--- config.mk ---
export PLATFORM = sky130hd
export DESIGN_NAME = tmr_mode_engine
export DESIGN_NICKNAME = d
export VERILOG_FILES = /design/src/tmr_pkg.sv /design/src/tmr_mode_engine.sv
export VERILOG_INCLUDE_DIRS = /design/src
export SDC_FILE = /design/constraint.sdc
export NUM_CORES = 1
export LEC_CHECK = 0
export BUFFER_PORTS_ARGS = -buffer_cell sky130_fd_sc_hd__buf_2
export CAP_MARGIN = 30
export CORE_AREA = 2 2 200 202
export DETAILED_ROUTE_END_ITERATION = 12
export DIE_AREA = 0 0 202 204
export HOLD_SLACK_MARGIN = 0.12
export PLACE_DENSITY = 0.39
export SYNTH_ARGS = -nofsm -noshare
export SYNTH_HDL_FRONTEND = slang
export SYNTH_SLANG_ARGS = --single-unit
--- constraint.sdc ---
create_clock -name i_ref_clk -period 8.5 [get_ports i_ref_clk]
set_input_delay 0.85 -clock i_ref_clk [delete_from_list [all_inputs] [get_ports i_ref_clk]]
set_output_delay 0.85 -clock i_ref_clk [all_outputs]
set_load 0.01 [all_outputs]
--- src/tmr_cfg.svh ---
// register offsets, field positions, reset values and mode codes of the timer mode engine
`ifndef TMR_CFG_SVH
`define TMR_CFG_SVH

// ----------------------------------------------------------------
// register byte offsets
// ----------------------------------------------------------------
`define TMR_OFF_CTRL 12'h000
`define TMR_OFF_COUNT 12'h004
`define TMR_OFF_MATCH_A 12'h008
`define TMR_OFF_MATCH_B 12'h00C
`define TMR_OFF_CAPTOP 12'h010
`define TMR_OFF_FLAGS 12'h014
`define TMR_OFF_FORCE 12'h018
`define TMR_OFF_STATUS 12'h01C

// ----------------------------------------------------------------
// control field positions
// ----------------------------------------------------------------
`define TMR_CTRL_WGM_LSB 0
`define TMR_CTRL_PRE_LSB 4
`define TMR_CTRL_ACT_A_LSB 8
`define TMR_CTRL_ACT_B_LSB 10
`define TMR_CTRL_DIR_A_BIT 12
`define TMR_CTRL_DIR_B_BIT 13

// flag bit positions
`define TMR_FLAG_WRAP_BIT 0
`define TMR_FLAG_MA_BIT 1
`define TMR_FLAG_MB_BIT 2
`define TMR_FLAG_CAP_BIT 3

// ----------------------------------------------------------------
// counts and values
// ----------------------------------------------------------------
`define TMR_MAX 16'hFFFF
`define TMR_BOTTOM 16'h0000
`define TMR_TOP_8 16'h00FF
`define TMR_TOP_9 16'h01FF
`define TMR_TOP_10 16'h03FF
`define TMR_MIN_TOP 16'h0003
`define TMR_CTRL_RST 32'h0000_0000

// waveform mode codes
`define TMR_WGM_NORMAL 4'h0
`define TMR_WGM_FPWM8 4'h5
`define TMR_WGM_FPWM9 4'h6
`define TMR_WGM_FPWM10 4'h7
`define TMR_WGM_CTC_A 4'h4
`define TMR_WGM_CTC_CAP 4'hC
`define TMR_WGM_FPWM_CAP 4'hE
`define TMR_WGM_FPWM_A 4'hF

// prescaler divide factors
`define TMR_DIV_8 11'h008
`define TMR_DIV_64 11'h040
`define TMR_DIV_256 11'h100
`define TMR_DIV_1024 11'h400

`endif

--- src/tmr_pkg.sv ---
// types shared by the timer mode engine
package tmr_pkg;

  // ----------------------------------------------------------------
  // counting class of the selected waveform mode
  // ----------------------------------------------------------------
  typedef enum logic [1:0] {
    TMR_CLS_NORMAL,
    TMR_CLS_CTC,
    TMR_CLS_FPWM,
    TMR_CLS_OFF
  } tmr_class_t;

  // top source of the selected mode
  typedef enum logic [1:0] {
    TMR_TOP_MAX,
    TMR_TOP_FIXED,
    TMR_TOP_MATCH_A,
    TMR_TOP_CAPTURE
  } tmr_top_src_t;

endpackage
--- src/tmr_mode_engine.sv ---
// 16-bit timer mode engine with two compare channels and an apb register port
//
// The placing of the registers and the APB interface to the registers were chosen for this implementation.
`timescale 1ns/1ps
`include "tmr_cfg.svh"

// Notes on behaviour
// - mode comes from wave_gen_sel only; action never alters counting
// - non-pwm: out_action_sel picks set, clear or toggle on match
// - mode 0 counts up only, no clear, wraps 0xFFFF to 0x0000
// - normal mode: wrap_flag set in the cycle the count becomes zero
// - counter only sets wrap_flag; software clears it
// - ctc clears counter on match with match_value_a (4) or capture (12)
// - ctc top unbuffered; top below count runs to 0xFFFF and wraps
// - ctc sets match_flag_a or capture_flag at top, per top source
// - ctc with action 1 toggles output a on every match
// - ctc: wrap_flag set when counter passes max to 0x0000
// - modes 5,6,7,14,15 count bottom to top then restart at bottom
// - fast pwm top fixed 0xFF/0x1FF/0x3FF, capture or match a; clear after top
// - fast pwm sets wrap_flag at top, plus top register's flag same cycle
// - fixed top masks unused upper bits of compare writes to zero
// - capture_top_value takes effect as top at once, no buffering
// - fast pwm match_value_a buffered, loaded at top with clear and wrap
// - fast pwm action 2 clears on match, sets at bottom; 3 inverse
// - compare 0 gives one-tick spike; compare equal top gives steady level
// - fast pwm action 1 toggles output a only in mode 15
// - waveform reaches its pin only when its direction bit is output
// - register top supports 2-bit to 16-bit resolutions
// - timer tick is clock divided by 1, 8, 64, 256 or 1024
// - counter write blocks compare matches in the next timer cycle
// - non-pwm force strobe acts like a match without flag or clear
// - reset clears the internal waveform registers to zero
module tmr_mode_engine
  import tmr_pkg::*;
(
  input wire logic i_ref_clk,
  input wire logic i_rst_n,
  input wire logic i_psel,
  input wire logic i_penable,
  input wire logic i_pwrite,
  input wire logic [11:0] i_paddr,
  input wire logic [31:0] i_pwdata,
  output logic [31:0] o_prdata,
  output logic o_pready,
  output logic o_pslverr,
  output logic o_wave_pin_a,
  output logic o_wave_pin_a_oe,
  output logic o_wave_pin_b,
  output logic o_wave_pin_b_oe
);

  // ----------------------------------------------------------------
  // registers
  // ----------------------------------------------------------------
  logic [31:0] ctrl_q;
  logic [15:0] count_value_q;
  logic [15:0] match_value_a_q;
  logic [15:0] match_buf_a_q;
  logic [15:0] match_value_b_q;
  logic [15:0] match_buf_b_q;
  logic [15:0] capture_top_value_q;
  logic wrap_flag_q;
  logic match_flag_a_q;
  logic match_flag_b_q;
  logic capture_flag_q;
  logic wave_out_a_q;
  logic wave_out_b_q;
  logic block_q;
  logic [10:0] pre_cnt_q;

  // ----------------------------------------------------------------
  // apb decode; zero wait states, unmapped answers slverr
  // ----------------------------------------------------------------
  wire acc = i_psel & i_penable;
  wire wr = acc & i_pwrite;
  wire wr_ctrl = wr & (i_paddr == `TMR_OFF_CTRL);
  wire wr_count = wr & (i_paddr == `TMR_OFF_COUNT);
  wire wr_ma = wr & (i_paddr == `TMR_OFF_MATCH_A);
  wire wr_mb = wr & (i_paddr == `TMR_OFF_MATCH_B);
  wire wr_cap = wr & (i_paddr == `TMR_OFF_CAPTOP);
  wire wr_flags = wr & (i_paddr == `TMR_OFF_FLAGS);
  wire wr_force = wr & (i_paddr == `TMR_OFF_FORCE);
  wire addr_ok = (i_paddr == `TMR_OFF_CTRL) | (i_paddr == `TMR_OFF_COUNT) |
                 (i_paddr == `TMR_OFF_MATCH_A) | (i_paddr == `TMR_OFF_MATCH_B) |
                 (i_paddr == `TMR_OFF_CAPTOP) | (i_paddr == `TMR_OFF_FLAGS) |
                 (i_paddr == `TMR_OFF_FORCE) | (i_paddr == `TMR_OFF_STATUS);

  // ----------------------------------------------------------------
  // mode decode
  // ----------------------------------------------------------------
  wire [3:0] wave_gen_sel = ctrl_q[`TMR_CTRL_WGM_LSB +: 4];
  wire [2:0] pre_sel = ctrl_q[`TMR_CTRL_PRE_LSB +: 3];
  wire [1:0] out_action_sel_a = ctrl_q[`TMR_CTRL_ACT_A_LSB +: 2];
  wire [1:0] out_action_sel_b = ctrl_q[`TMR_CTRL_ACT_B_LSB +: 2];
  wire pin_dir_a = ctrl_q[`TMR_CTRL_DIR_A_BIT];
  wire pin_dir_b = ctrl_q[`TMR_CTRL_DIR_B_BIT];

  // class of a mode code; dual-slope codes are left out and stop the counter
  function automatic tmr_class_t mode_class(input logic [3:0] m);
    case (m)
      `TMR_WGM_NORMAL: mode_class = TMR_CLS_NORMAL;
      `TMR_WGM_CTC_A, `TMR_WGM_CTC_CAP: mode_class = TMR_CLS_CTC;
      `TMR_WGM_FPWM8, `TMR_WGM_FPWM9, `TMR_WGM_FPWM10,
      `TMR_WGM_FPWM_CAP, `TMR_WGM_FPWM_A: mode_class = TMR_CLS_FPWM;
      default: mode_class = TMR_CLS_OFF;
    endcase
  endfunction

  // top source; only wave_gen_sel steers counting, never the action fields
  function automatic tmr_top_src_t top_source(input logic [3:0] m);
    case (m)
      `TMR_WGM_CTC_A, `TMR_WGM_FPWM_A: top_source = TMR_TOP_MATCH_A;
      `TMR_WGM_CTC_CAP, `TMR_WGM_FPWM_CAP: top_source = TMR_TOP_CAPTURE;
      `TMR_WGM_FPWM8, `TMR_WGM_FPWM9, `TMR_WGM_FPWM10: top_source = TMR_TOP_FIXED;
      default: top_source = TMR_TOP_MAX;
    endcase
  endfunction

  wire tmr_class_t cls = mode_class(wave_gen_sel);
  wire tmr_top_src_t tsrc = top_source(wave_gen_sel);
  wire is_pwm = (cls == TMR_CLS_FPWM);

  // fixed top and its mask of live bits
  wire [15:0] fixed_top = (wave_gen_sel == `TMR_WGM_FPWM8) ? `TMR_TOP_8 :
                          (wave_gen_sel == `TMR_WGM_FPWM9) ? `TMR_TOP_9 : `TMR_TOP_10;
  wire [15:0] wr_mask = (tsrc == TMR_TOP_FIXED) ? fixed_top : `TMR_MAX;
  wire [15:0] wdata16 = i_pwdata[15:0] & wr_mask;

  // capture register used live, no shadow: a late small top is missed until wrap
  wire [15:0] top_val = (tsrc == TMR_TOP_FIXED) ? fixed_top :
                        (tsrc == TMR_TOP_MATCH_A) ? match_value_a_q :
                        (tsrc == TMR_TOP_CAPTURE) ? capture_top_value_q : `TMR_MAX;

  // ----------------------------------------------------------------
  // prescaler: select 0 stops the timer
  // ----------------------------------------------------------------
  wire [10:0] div_cnt = (pre_sel == 3'h2) ? `TMR_DIV_8 :
                        (pre_sel == 3'h3) ? `TMR_DIV_64 :
                        (pre_sel == 3'h4) ? `TMR_DIV_256 :
                        (pre_sel == 3'h5) ? `TMR_DIV_1024 : 11'h001;
  wire pre_on = (pre_sel != 3'h0) & (pre_sel <= 3'h5);
  wire tick = pre_on & (pre_cnt_q >= div_cnt - 11'h001);

  // ----------------------------------------------------------------
  // matches and counter step
  // ----------------------------------------------------------------
  wire at_top = (count_value_q == top_val);
  wire at_max = (count_value_q == `TMR_MAX);
  wire hit_a = tick & ~block_q & (count_value_q == match_value_a_q);
  wire hit_b = tick & ~block_q & (count_value_q == match_value_b_q);
  wire hit_cap = tick & ~block_q & (count_value_q == capture_top_value_q);
  wire top_hit = (tsrc == TMR_TOP_MATCH_A) ? hit_a :
                 (tsrc == TMR_TOP_CAPTURE) ? hit_cap : (tick & ~block_q & at_top);
  wire run = tick & (cls != TMR_CLS_OFF);
  // ctc clears on top match, else free-runs through max pwm likewise at top
  wire clr = run & (cls != TMR_CLS_NORMAL) & top_hit;
  wire wrap = run & at_max & ~clr;
  wire [15:0] count_d = clr ? `TMR_BOTTOM : count_value_q + 16'h0001;
  wire wrap_set = is_pwm ? clr : wrap;
  // top register flag: ctc and pwm both flag at top else plain match
  wire set_ma = hit_a & (cls != TMR_CLS_OFF);
  wire set_mb = hit_b & (cls != TMR_CLS_OFF);
  wire set_cap = hit_cap & (tsrc == TMR_TOP_CAPTURE) & (cls != TMR_CLS_OFF);
  // load buffered compares at the top clear in pwm
  wire load_buf = is_pwm & clr;

  // ----------------------------------------------------------------
  // waveform next state per channel
  // ----------------------------------------------------------------
  function automatic logic wave_next(input logic cur, input logic [1:0] act, input logic pwm,
                                     input logic hit, input logic bottom, input logic tog_ok);
    logic r;
    r = cur;
    if (!pwm) begin
      // non-pwm: 1 toggle, 2 clear, 3 set
      case (act)
        2'h1: r = hit ? ~cur : cur;
        2'h2: r = hit ? 1'b0 : cur;
        2'h3: r = hit ? 1'b1 : cur;
        default: r = cur;
      endcase
    end else begin
      // match wins over bottom so that compare equal top gives a steady level
      case (act)
        2'h1: r = (hit & tog_ok) ? ~cur : cur;
        2'h2: r = hit ? 1'b0 : (bottom ? 1'b1 : cur);
        2'h3: r = hit ? 1'b1 : (bottom ? 1'b0 : cur);
        default: r = cur;
      endcase
    end
    wave_next = r;
  endfunction

  wire force_a = wr_force & i_pwdata[0] & ~is_pwm;
  wire force_b = wr_force & i_pwdata[1] & ~is_pwm;
  wire tog_a_ok = (wave_gen_sel == `TMR_WGM_FPWM_A);
  // both events of a cycle follow one waveform rule; force never sets a flag
  wire wave_a_d = wave_next(wave_out_a_q, out_action_sel_a, is_pwm, hit_a | force_a,
                            load_buf, tog_a_ok);
  wire wave_b_d = wave_next(wave_out_b_q, out_action_sel_b, is_pwm, hit_b | force_b,
                            load_buf, 1'b0);

  // ----------------------------------------------------------------
  // control and counter registers
  // ----------------------------------------------------------------
  always_ff @(posedge i_ref_clk or negedge i_rst_n) begin
    if (!i_rst_n) begin
      ctrl_q <= `TMR_CTRL_RST;
      count_value_q <= `TMR_BOTTOM;
      block_q <= 1'b0;
      pre_cnt_q <= 11'h000;
    end else begin
      if (wr_ctrl) ctrl_q <= i_pwdata;
      if (wr_count) count_value_q <= i_pwdata[15:0];
      else if (run) count_value_q <= count_d;
      // blocking lasts until the next timer tick, even while stopped
      if (wr_count) block_q <= 1'b1;
      else if (tick) block_q <= 1'b0;
      pre_cnt_q <= (!pre_on || tick) ? 11'h000 : pre_cnt_q + 11'h001;
    end
  end

  // ----------------------------------------------------------------
  // compare registers: buffer written in pwm, active written directly otherwise
  // ----------------------------------------------------------------
  always_ff @(posedge i_ref_clk or negedge i_rst_n) begin
    if (!i_rst_n) begin
      match_value_a_q <= `TMR_BOTTOM;
      match_buf_a_q <= `TMR_BOTTOM;
      match_value_b_q <= `TMR_BOTTOM;
      match_buf_b_q <= `TMR_BOTTOM;
      capture_top_value_q <= `TMR_BOTTOM;
    end else begin
      if (wr_ma) match_buf_a_q <= wdata16;
      if (wr_mb) match_buf_b_q <= wdata16;
      if (wr_cap) capture_top_value_q <= i_pwdata[15:0];
      if (wr_ma && !is_pwm) match_value_a_q <= wdata16;
      else if (load_buf) match_value_a_q <= match_buf_a_q;
      if (wr_mb && !is_pwm) match_value_b_q <= wdata16;
      else if (load_buf) match_value_b_q <= match_buf_b_q;
    end
  end

  // ----------------------------------------------------------------
  // flags: hardware set wins over a software write-one clear
  // ----------------------------------------------------------------
  always_ff @(posedge i_ref_clk or negedge i_rst_n) begin
    if (!i_rst_n) begin
      wrap_flag_q <= 1'b0;
      match_flag_a_q <= 1'b0;
      match_flag_b_q <= 1'b0;
      capture_flag_q <= 1'b0;
    end else begin
      wrap_flag_q <= wrap_set | (wrap_flag_q & ~(wr_flags & i_pwdata[`TMR_FLAG_WRAP_BIT]));
      match_flag_a_q <= set_ma | (match_flag_a_q & ~(wr_flags & i_pwdata[`TMR_FLAG_MA_BIT]));
      match_flag_b_q <= set_mb | (match_flag_b_q & ~(wr_flags & i_pwdata[`TMR_FLAG_MB_BIT]));
      capture_flag_q <= set_cap | (capture_flag_q & ~(wr_flags & i_pwdata[`TMR_FLAG_CAP_BIT]));
    end
  end

  // ----------------------------------------------------------------
  // waveform registers
  // ----------------------------------------------------------------
  always_ff @(posedge i_ref_clk or negedge i_rst_n) begin
    if (!i_rst_n) begin
      wave_out_a_q <= 1'b0;
      wave_out_b_q <= 1'b0;
    end else begin
      wave_out_a_q <= wave_a_d;
      wave_out_b_q <= wave_b_d;
    end
  end

  // ----------------------------------------------------------------
  // pins and read data
  // ----------------------------------------------------------------
  assign o_wave_pin_a = wave_out_a_q;
  assign o_wave_pin_b = wave_out_b_q;
  assign o_wave_pin_a_oe = pin_dir_a;
  assign o_wave_pin_b_oe = pin_dir_b;
  assign o_pready = 1'b1;
  assign o_pslverr = acc & ~addr_ok;

  // match reads return what software wrote, the buffer in pwm
  wire [31:0] rd_mux =
    (i_paddr == `TMR_OFF_CTRL) ? ctrl_q :
    (i_paddr == `TMR_OFF_COUNT) ? {16'h0000, count_value_q} :
    (i_paddr == `TMR_OFF_MATCH_A) ? {16'h0000, is_pwm ? match_buf_a_q : match_value_a_q} :
    (i_paddr == `TMR_OFF_MATCH_B) ? {16'h0000, is_pwm ? match_buf_b_q : match_value_b_q} :
    (i_paddr == `TMR_OFF_CAPTOP) ? {16'h0000, capture_top_value_q} :
    (i_paddr == `TMR_OFF_FLAGS) ? {28'h0000000, capture_flag_q, match_flag_b_q,
                                   match_flag_a_q, wrap_flag_q} :
    (i_paddr == `TMR_OFF_STATUS) ? {30'h00000000, wave_out_b_q, wave_out_a_q} : 32'h0000_0000;
  assign o_prdata = (acc & ~i_pwrite) ? rd_mux : 32'h0000_0000;

endmodule

Yosys cells after proc, flatten, opt, wreduce, memory -nomap -nowiden
Memories as Yosys holds them, arrays and structs flattened. Index checks and enable logic that the tools add are counted.

Equality and inequality tests: 46. Muxes and demuxes: 53. Reductions and logical operators: 19. Bitwise logic cells: 66. Order comparisons: 2. $add $sub $neg: 3.

Operator list (count): 16-bit 2-to-1 mux (17); 16-bit == test (4); 32-bit 2-to-1 mux (2); 11-bit 2-to-1 mux (5); 12-bit by 5-bit == test with 1-bit output, second input constant (4); 1-bit bitwise AND (41); 3-bit inequality test, second input constant (11); 12-bit by 4-bit == test with 1-bit output, second input constant (2); 1-bit 2-to-1 mux (20); 10-bit 2-to-1 mux (2); 16-bit by 1-bit adder with 16-bit output, second input constant (1); 16-bit bitwise AND (1); 16-bit == test, second input constant (1); 4-bit by 3-bit == test with 1-bit output, second input constant (4); 2-bit == test, second input constant (7); 7-bit AND reduction (2); 1-bit bitwise OR (13); 12-bit by 3-bit == test with 1-bit output, second input constant (1); 4-bit == test, second input constant (3); 12-bit logical NOT (1); 11-bit by 1-bit adder with 11-bit output, second input constant (1); 11-bit >= comparator (1); 1-bit NOT (11); 11-bit by 1-bit subtractor with 11-bit output, second input constant (1); 18 further kinds (33).

Memories: 1. Memory bits (read-only): 32. Logic and storage cells: 205. Input bits: 49. Register bits: 146.

Memories: (no name shown) (words 16, bits a word 2, read ports 1, clocked after Yosys merged registers in 0, write ports 0, RTL line tmr_mode_engine.sv:100) `case (m)`.

Longest topological paths before layout
Depth after elaboration: 18. Depth in mapped cells: 16. Gate-level depth less buffers: 14.

Worst setup path before layout
Ideal clock, no wire load.

Kind: in2out. From: input port i_paddr[1]. To: output port o_prdata[12]. Data required time: 7.650 ns. Data arrival time: 2.890 ns. Path buffers: 2. Setup slack: 4.760 ns. Cell stages on the path: 10. Cell sequence: nor4_1 > nand3_1 > nor3b_2 > nor2b_1 > buf_4 > clkbuf_1 > a221oi_1 > a31oi_1 > a221oi_1 > nor2_1.

Longest elaborated chain between the ends: 7.

Ends and longest elaborated chain: from (decl) (RTL line tmr_mode_engine.sv:41) `input wire logic [11:0] i_paddr,`; 12-bit by 5-bit == test with 1-bit output (no source line); 16-bit 2-to-1 mux (RTL line tmr_mode_engine.sv:290) `` (i_paddr == `TMR_OFF_CAPTOP) ? {16'h0000, capture_top_value_q} : ``; 16-bit 2-to-1 mux (RTL line tmr_mode_engine.sv:289) `` (i_paddr == `TMR_OFF_MATCH_B) ? {16'h0000, is_pwm ? match_buf_b_q : match_value_b_q} : ``; 16-bit 2-to-1 mux (RTL line tmr_mode_engine.sv:288) `` (i_paddr == `TMR_OFF_MATCH_A) ? {16'h0000, is_pwm ? match_buf_a_q : match_value_a_q} : ``; 16-bit 2-to-1 mux (RTL line tmr_mode_engine.sv:287) `` (i_paddr == `TMR_OFF_COUNT) ? {16'h0000, count_value_q} : ``; 32-bit 2-to-1 mux * (RTL line tmr_mode_engine.sv:286) `` (i_paddr == `TMR_OFF_CTRL) ? ctrl_q : ``; 32-bit 2-to-1 mux * (RTL line tmr_mode_engine.sv:294) `assign o_prdata = (acc & ~i_pwrite) ? rd_mux : 32'h0000_0000;`; to (decl) (RTL line tmr_mode_engine.sv:43) `output logic [31:0] o_prdata,`.

Every way passes the cells marked *; elsewhere a longest branch is shown, timed or not.

Worst setup path after layout
From: register ctrl_q[1]. To: output port o_prdata[9].

Longest elaborated chain between the ends: 8.

Ends and longest elaborated chain: from (decl) (RTL line tmr_mode_engine.sv:55) `logic [31:0] ctrl_q;`; from (signal assigned) (RTL line tmr_mode_engine.sv:208) `` ctrl_q <= `TMR_CTRL_RST; ``; from (signal assigned) (RTL line tmr_mode_engine.sv:213) `if (wr_ctrl) ctrl_q <= i_pwdata;`; memory 16 x 2 bit *; 2-bit == test * (RTL line tmr_mode_engine.sv:121) `wire is_pwm = (cls == TMR_CLS_FPWM);`; 16-bit 2-to-1 mux (2 in series) (RTL line tmr_mode_engine.sv:289); 16-bit 2-to-1 mux * (RTL line tmr_mode_engine.sv:288); 16-bit 2-to-1 mux * (RTL line tmr_mode_engine.sv:287); 32-bit 2-to-1 mux * (RTL line tmr_mode_engine.sv:286); 32-bit 2-to-1 mux * (RTL line tmr_mode_engine.sv:294).

Marks and branches as above.

==> flow_summary.yaml <==
sta:
  final.period_utilization: 0.613
  maxSlewHeadroom: 0.296
  hold_ws_ns: 0.323
  finalSetupViolCount: 0
  fin_tns_setup_ns: 0
  fin_skew_ns: 0.0106
  tightest_slew_ns: 1.05
  hold_viol_final: 0
  grt_setup_unrepaired: "no"
  fmax_mhz: 192
  slew_viol_final: 0
  fin_crit_ns: 5.21
yosys:
  ys_top_cells_by_area: "dfrtp_1 38%, mux2_2 7.8%, nand2_1 6.2%"
  post_synth.cell_area_avg_sq_um: 9.00
  ys_seq_area_frac: 0.378
  ys_types: 75
  synth_nets: 1142
  ys_ff_latch: 146
  synth_top_area_frac: 0.378
  synth_area_leader_cell: "dfrtp_1"
  synth_edf_count: 0
  ys.warnings.count: 0
  synthArstFlopShare: 1.00
  netlist_instances: 1075
  ys_dominant_reg_cell: "dfrtp_1"
  syn_area_sq_mm: 0.00968
clock_tree:
  clk_pin_slew_ns: 0.07
  ctsRootBufferMaster: "clkbuf_16"
  cts_setup_buffers: 0
  hold_buffers: 0
  cts_tree: "built"
  cts_resized: 0
  clock_latency_ns: 0.45
  cts_sinks: 146
  cts_buffer_depth: 2
  htreeDepth: 4
  numCtsBuffers: 17
routing:
  drc: 0
  antenna_left: 0
  vias_per_cell: 5.10
  drtPass1Iterations: 7
  wl_per_cell_um: 21.4
  vias: 8431
  drt_wl_total_um: 35400
  drt_iter0_markers: 684
power:
  ir_worst_vdd_uv: 136
  p_per_area_mw_per_mm2: 155
  power_leakage_nw: 4.93
finish:
  final_cell_mix: "159 x nand2_1, 146 x dfrtp_1, 84 x buf_2, 67 x mux2_2"
  instances_no_fill: 1652
  area_delta_synth_final_pct: 15.9
  fin_nets: 1181
  fillers: 4188
  layout_commonest_cell: "nand2_1"
  multi_input_area_sq_mm: 0.00559
  regArea_sq_mm: 0.00365
  drive_gt1_frac: 0.202
  diodes: 0
  utilization: 0.286
grt:
  grt_pass1_vias: 8191
  grt_max_degree: 61
  grt_first_pass_wirelength_um: 54100
  antenna_found_initial: 0
  gr-usage-all-layers: 0.175
  grt_overflow: 0
worst_setup_path:
  rr_startpoint: "ctrl_q[5]"
  worstPathRequired_ns: 7.65
  end_kind: "output port"
  slowest_stage: "dfrtp_1"
  r2r-end: "match_value_b_q[7]"
  critPathMaxFanout: 35
  crit_chain: "or2_2 > inv_1 > ha_1 > nor2b_1 > a32o_2 > buf_4 > mux4_2 > a32oi_1 > nor2_1 > a221oi_1 > nor2_1 > buf_2"
  crit_type: "register to output port"
  cp-start-kind: "register"
  crit_arrival_ns: 4.36
  startpoint: "ctrl_q[1]"
  reg2reg_depth: 15
  crit_family: "flip-flops"
  cp.buffers_inverters: 3
  cpMostUsedCell: "nor2_1"
  rrSetupSlack_ns: 4.06
  crit_path_max_incr_delay_ns: 0.84
min_path:
  hp-class: "input port to async pin"
placement:
  dp.cells: 1620
  io_buffers: 85
  place_hpwl_um: 25500
  routabilityCongestion: 0.862
run_status:
  status: "finished clean"
run:
  cap_viol_max_count: 0
floorplan:
  ioPinCount: 87
  die_y_um: 204
  core_sq_mm: 0.0392
  die_w_um: 202
  row_count: 73
  start_util: 0.247
  dieArea_sq_mm: 0.0412
power breakdown:
group          switching (mW)  internal (mW)
registers              0.0200          0.699
logic                  0.0923         0.0647
clock network           0.339          0.527
total                   0.451           1.29
synth_stat cells, types with 5 or more instances:
master / number
a211o_1: 16
a211oi_1: 5
a21oi_1: 32
a221oi_1: 27
a31oi_1: 12
a32oi_1: 5
and2_1: 18
and3_1: 46
buf_1: 13
buf_2: 11
buf_4: 6
clkbuf_1: 50
dfrtp_1: 146
ha_1: 18
inv_1: 19
mux2_1: 12
mux2_2: 67
mux2i_1: 7
mux4_2: 8
nand2_1: 159
nand2b_1: 6
nand3_1: 32
nand3b_1: 8
nand4_1: 12
nor2_1: 60
nor2b_1: 11
nor3_1: 25
nor4_1: 23
o21ai_0: 60
o221ai_1: 5
or2_2: 8
xnor2_1: 41
xor2_1: 24
registers in the layout, indices dropped and copies added (netlist names), 11 cells and up:
register / flops
match_buf_b_q: 16
match_value_b_q: 16
match_buf_a_q: 16
count_value_q: 16
match_value_a_q: 16
pre_cnt_q: 11
ctrl_q: 32
capture_top_value_q: 16
kinds of logic (layout without fill, tap and decap cells):
| group | after synthesis | in the layout | share of synthesized area |
|---|---|---|---|
| xor gates and xnor gates | 65 | 65 | 0.0588 |
| adders and majority gates | 18 | 18 | 0.0233 |
| DFF | 146 | 146 | 0.378 |
| and+or+nand+nor | 432 | 432 | 0.223 |
| other | 1 | 1 | 0.000388 |
| AOI/OAI and AO/OA | 215 | 215 | 0.152 |
| muxes | 94 | 94 | 0.118 |
| buffers and inverters | 104 | 156 | 0.0472 |
metrics by stage:
stage,total power [mW],setup slack [ns],instance area [sq um]
2_1_floorplan,0.819,4.76,9680
3_3_place_gp,0.891,3.15,10500
3_5_place_dp,0.890,3.82,10600
4_1_cts,1.77,3.31,11200
5_1_grt,1.82,3.03,11200
6_report,1.74,3.29,11200
routing by layer:
layer,track usage,share of wire,vias up
li1,-,-,3968
met1,0.252,0.49,4250
met2,0.271,0.46,187
met3,0.0287,0.037,26
met4,0.0446,0.014,0
met5,0,0,-
area by class of cell:
cell class,instances,area share
clock inverter,14,0.0201
multi-input combinational,825,0.499
inverter,20,0.00670
sequential,146,0.326
timing repair buffer,104,0.0516
tap,525,0.0586
clock buffer,18,0.0383
worst max-delay path by stage:
stage	endpoint	slack (ns)	depth (start not counted)
final	o_prdata[9]	3.29	12
after global routing	o_prdata[9]	3.03	12
after CTS	o_prdata[9]	3.31	12
after detailed placement	o_prdata[9]	3.82	12
after global placement	match_value_a_q[6]	3.15	9
after floorplan	o_prdata[12]	4.76	10
No activity file was read; power rests on OpenSTA's default activity.
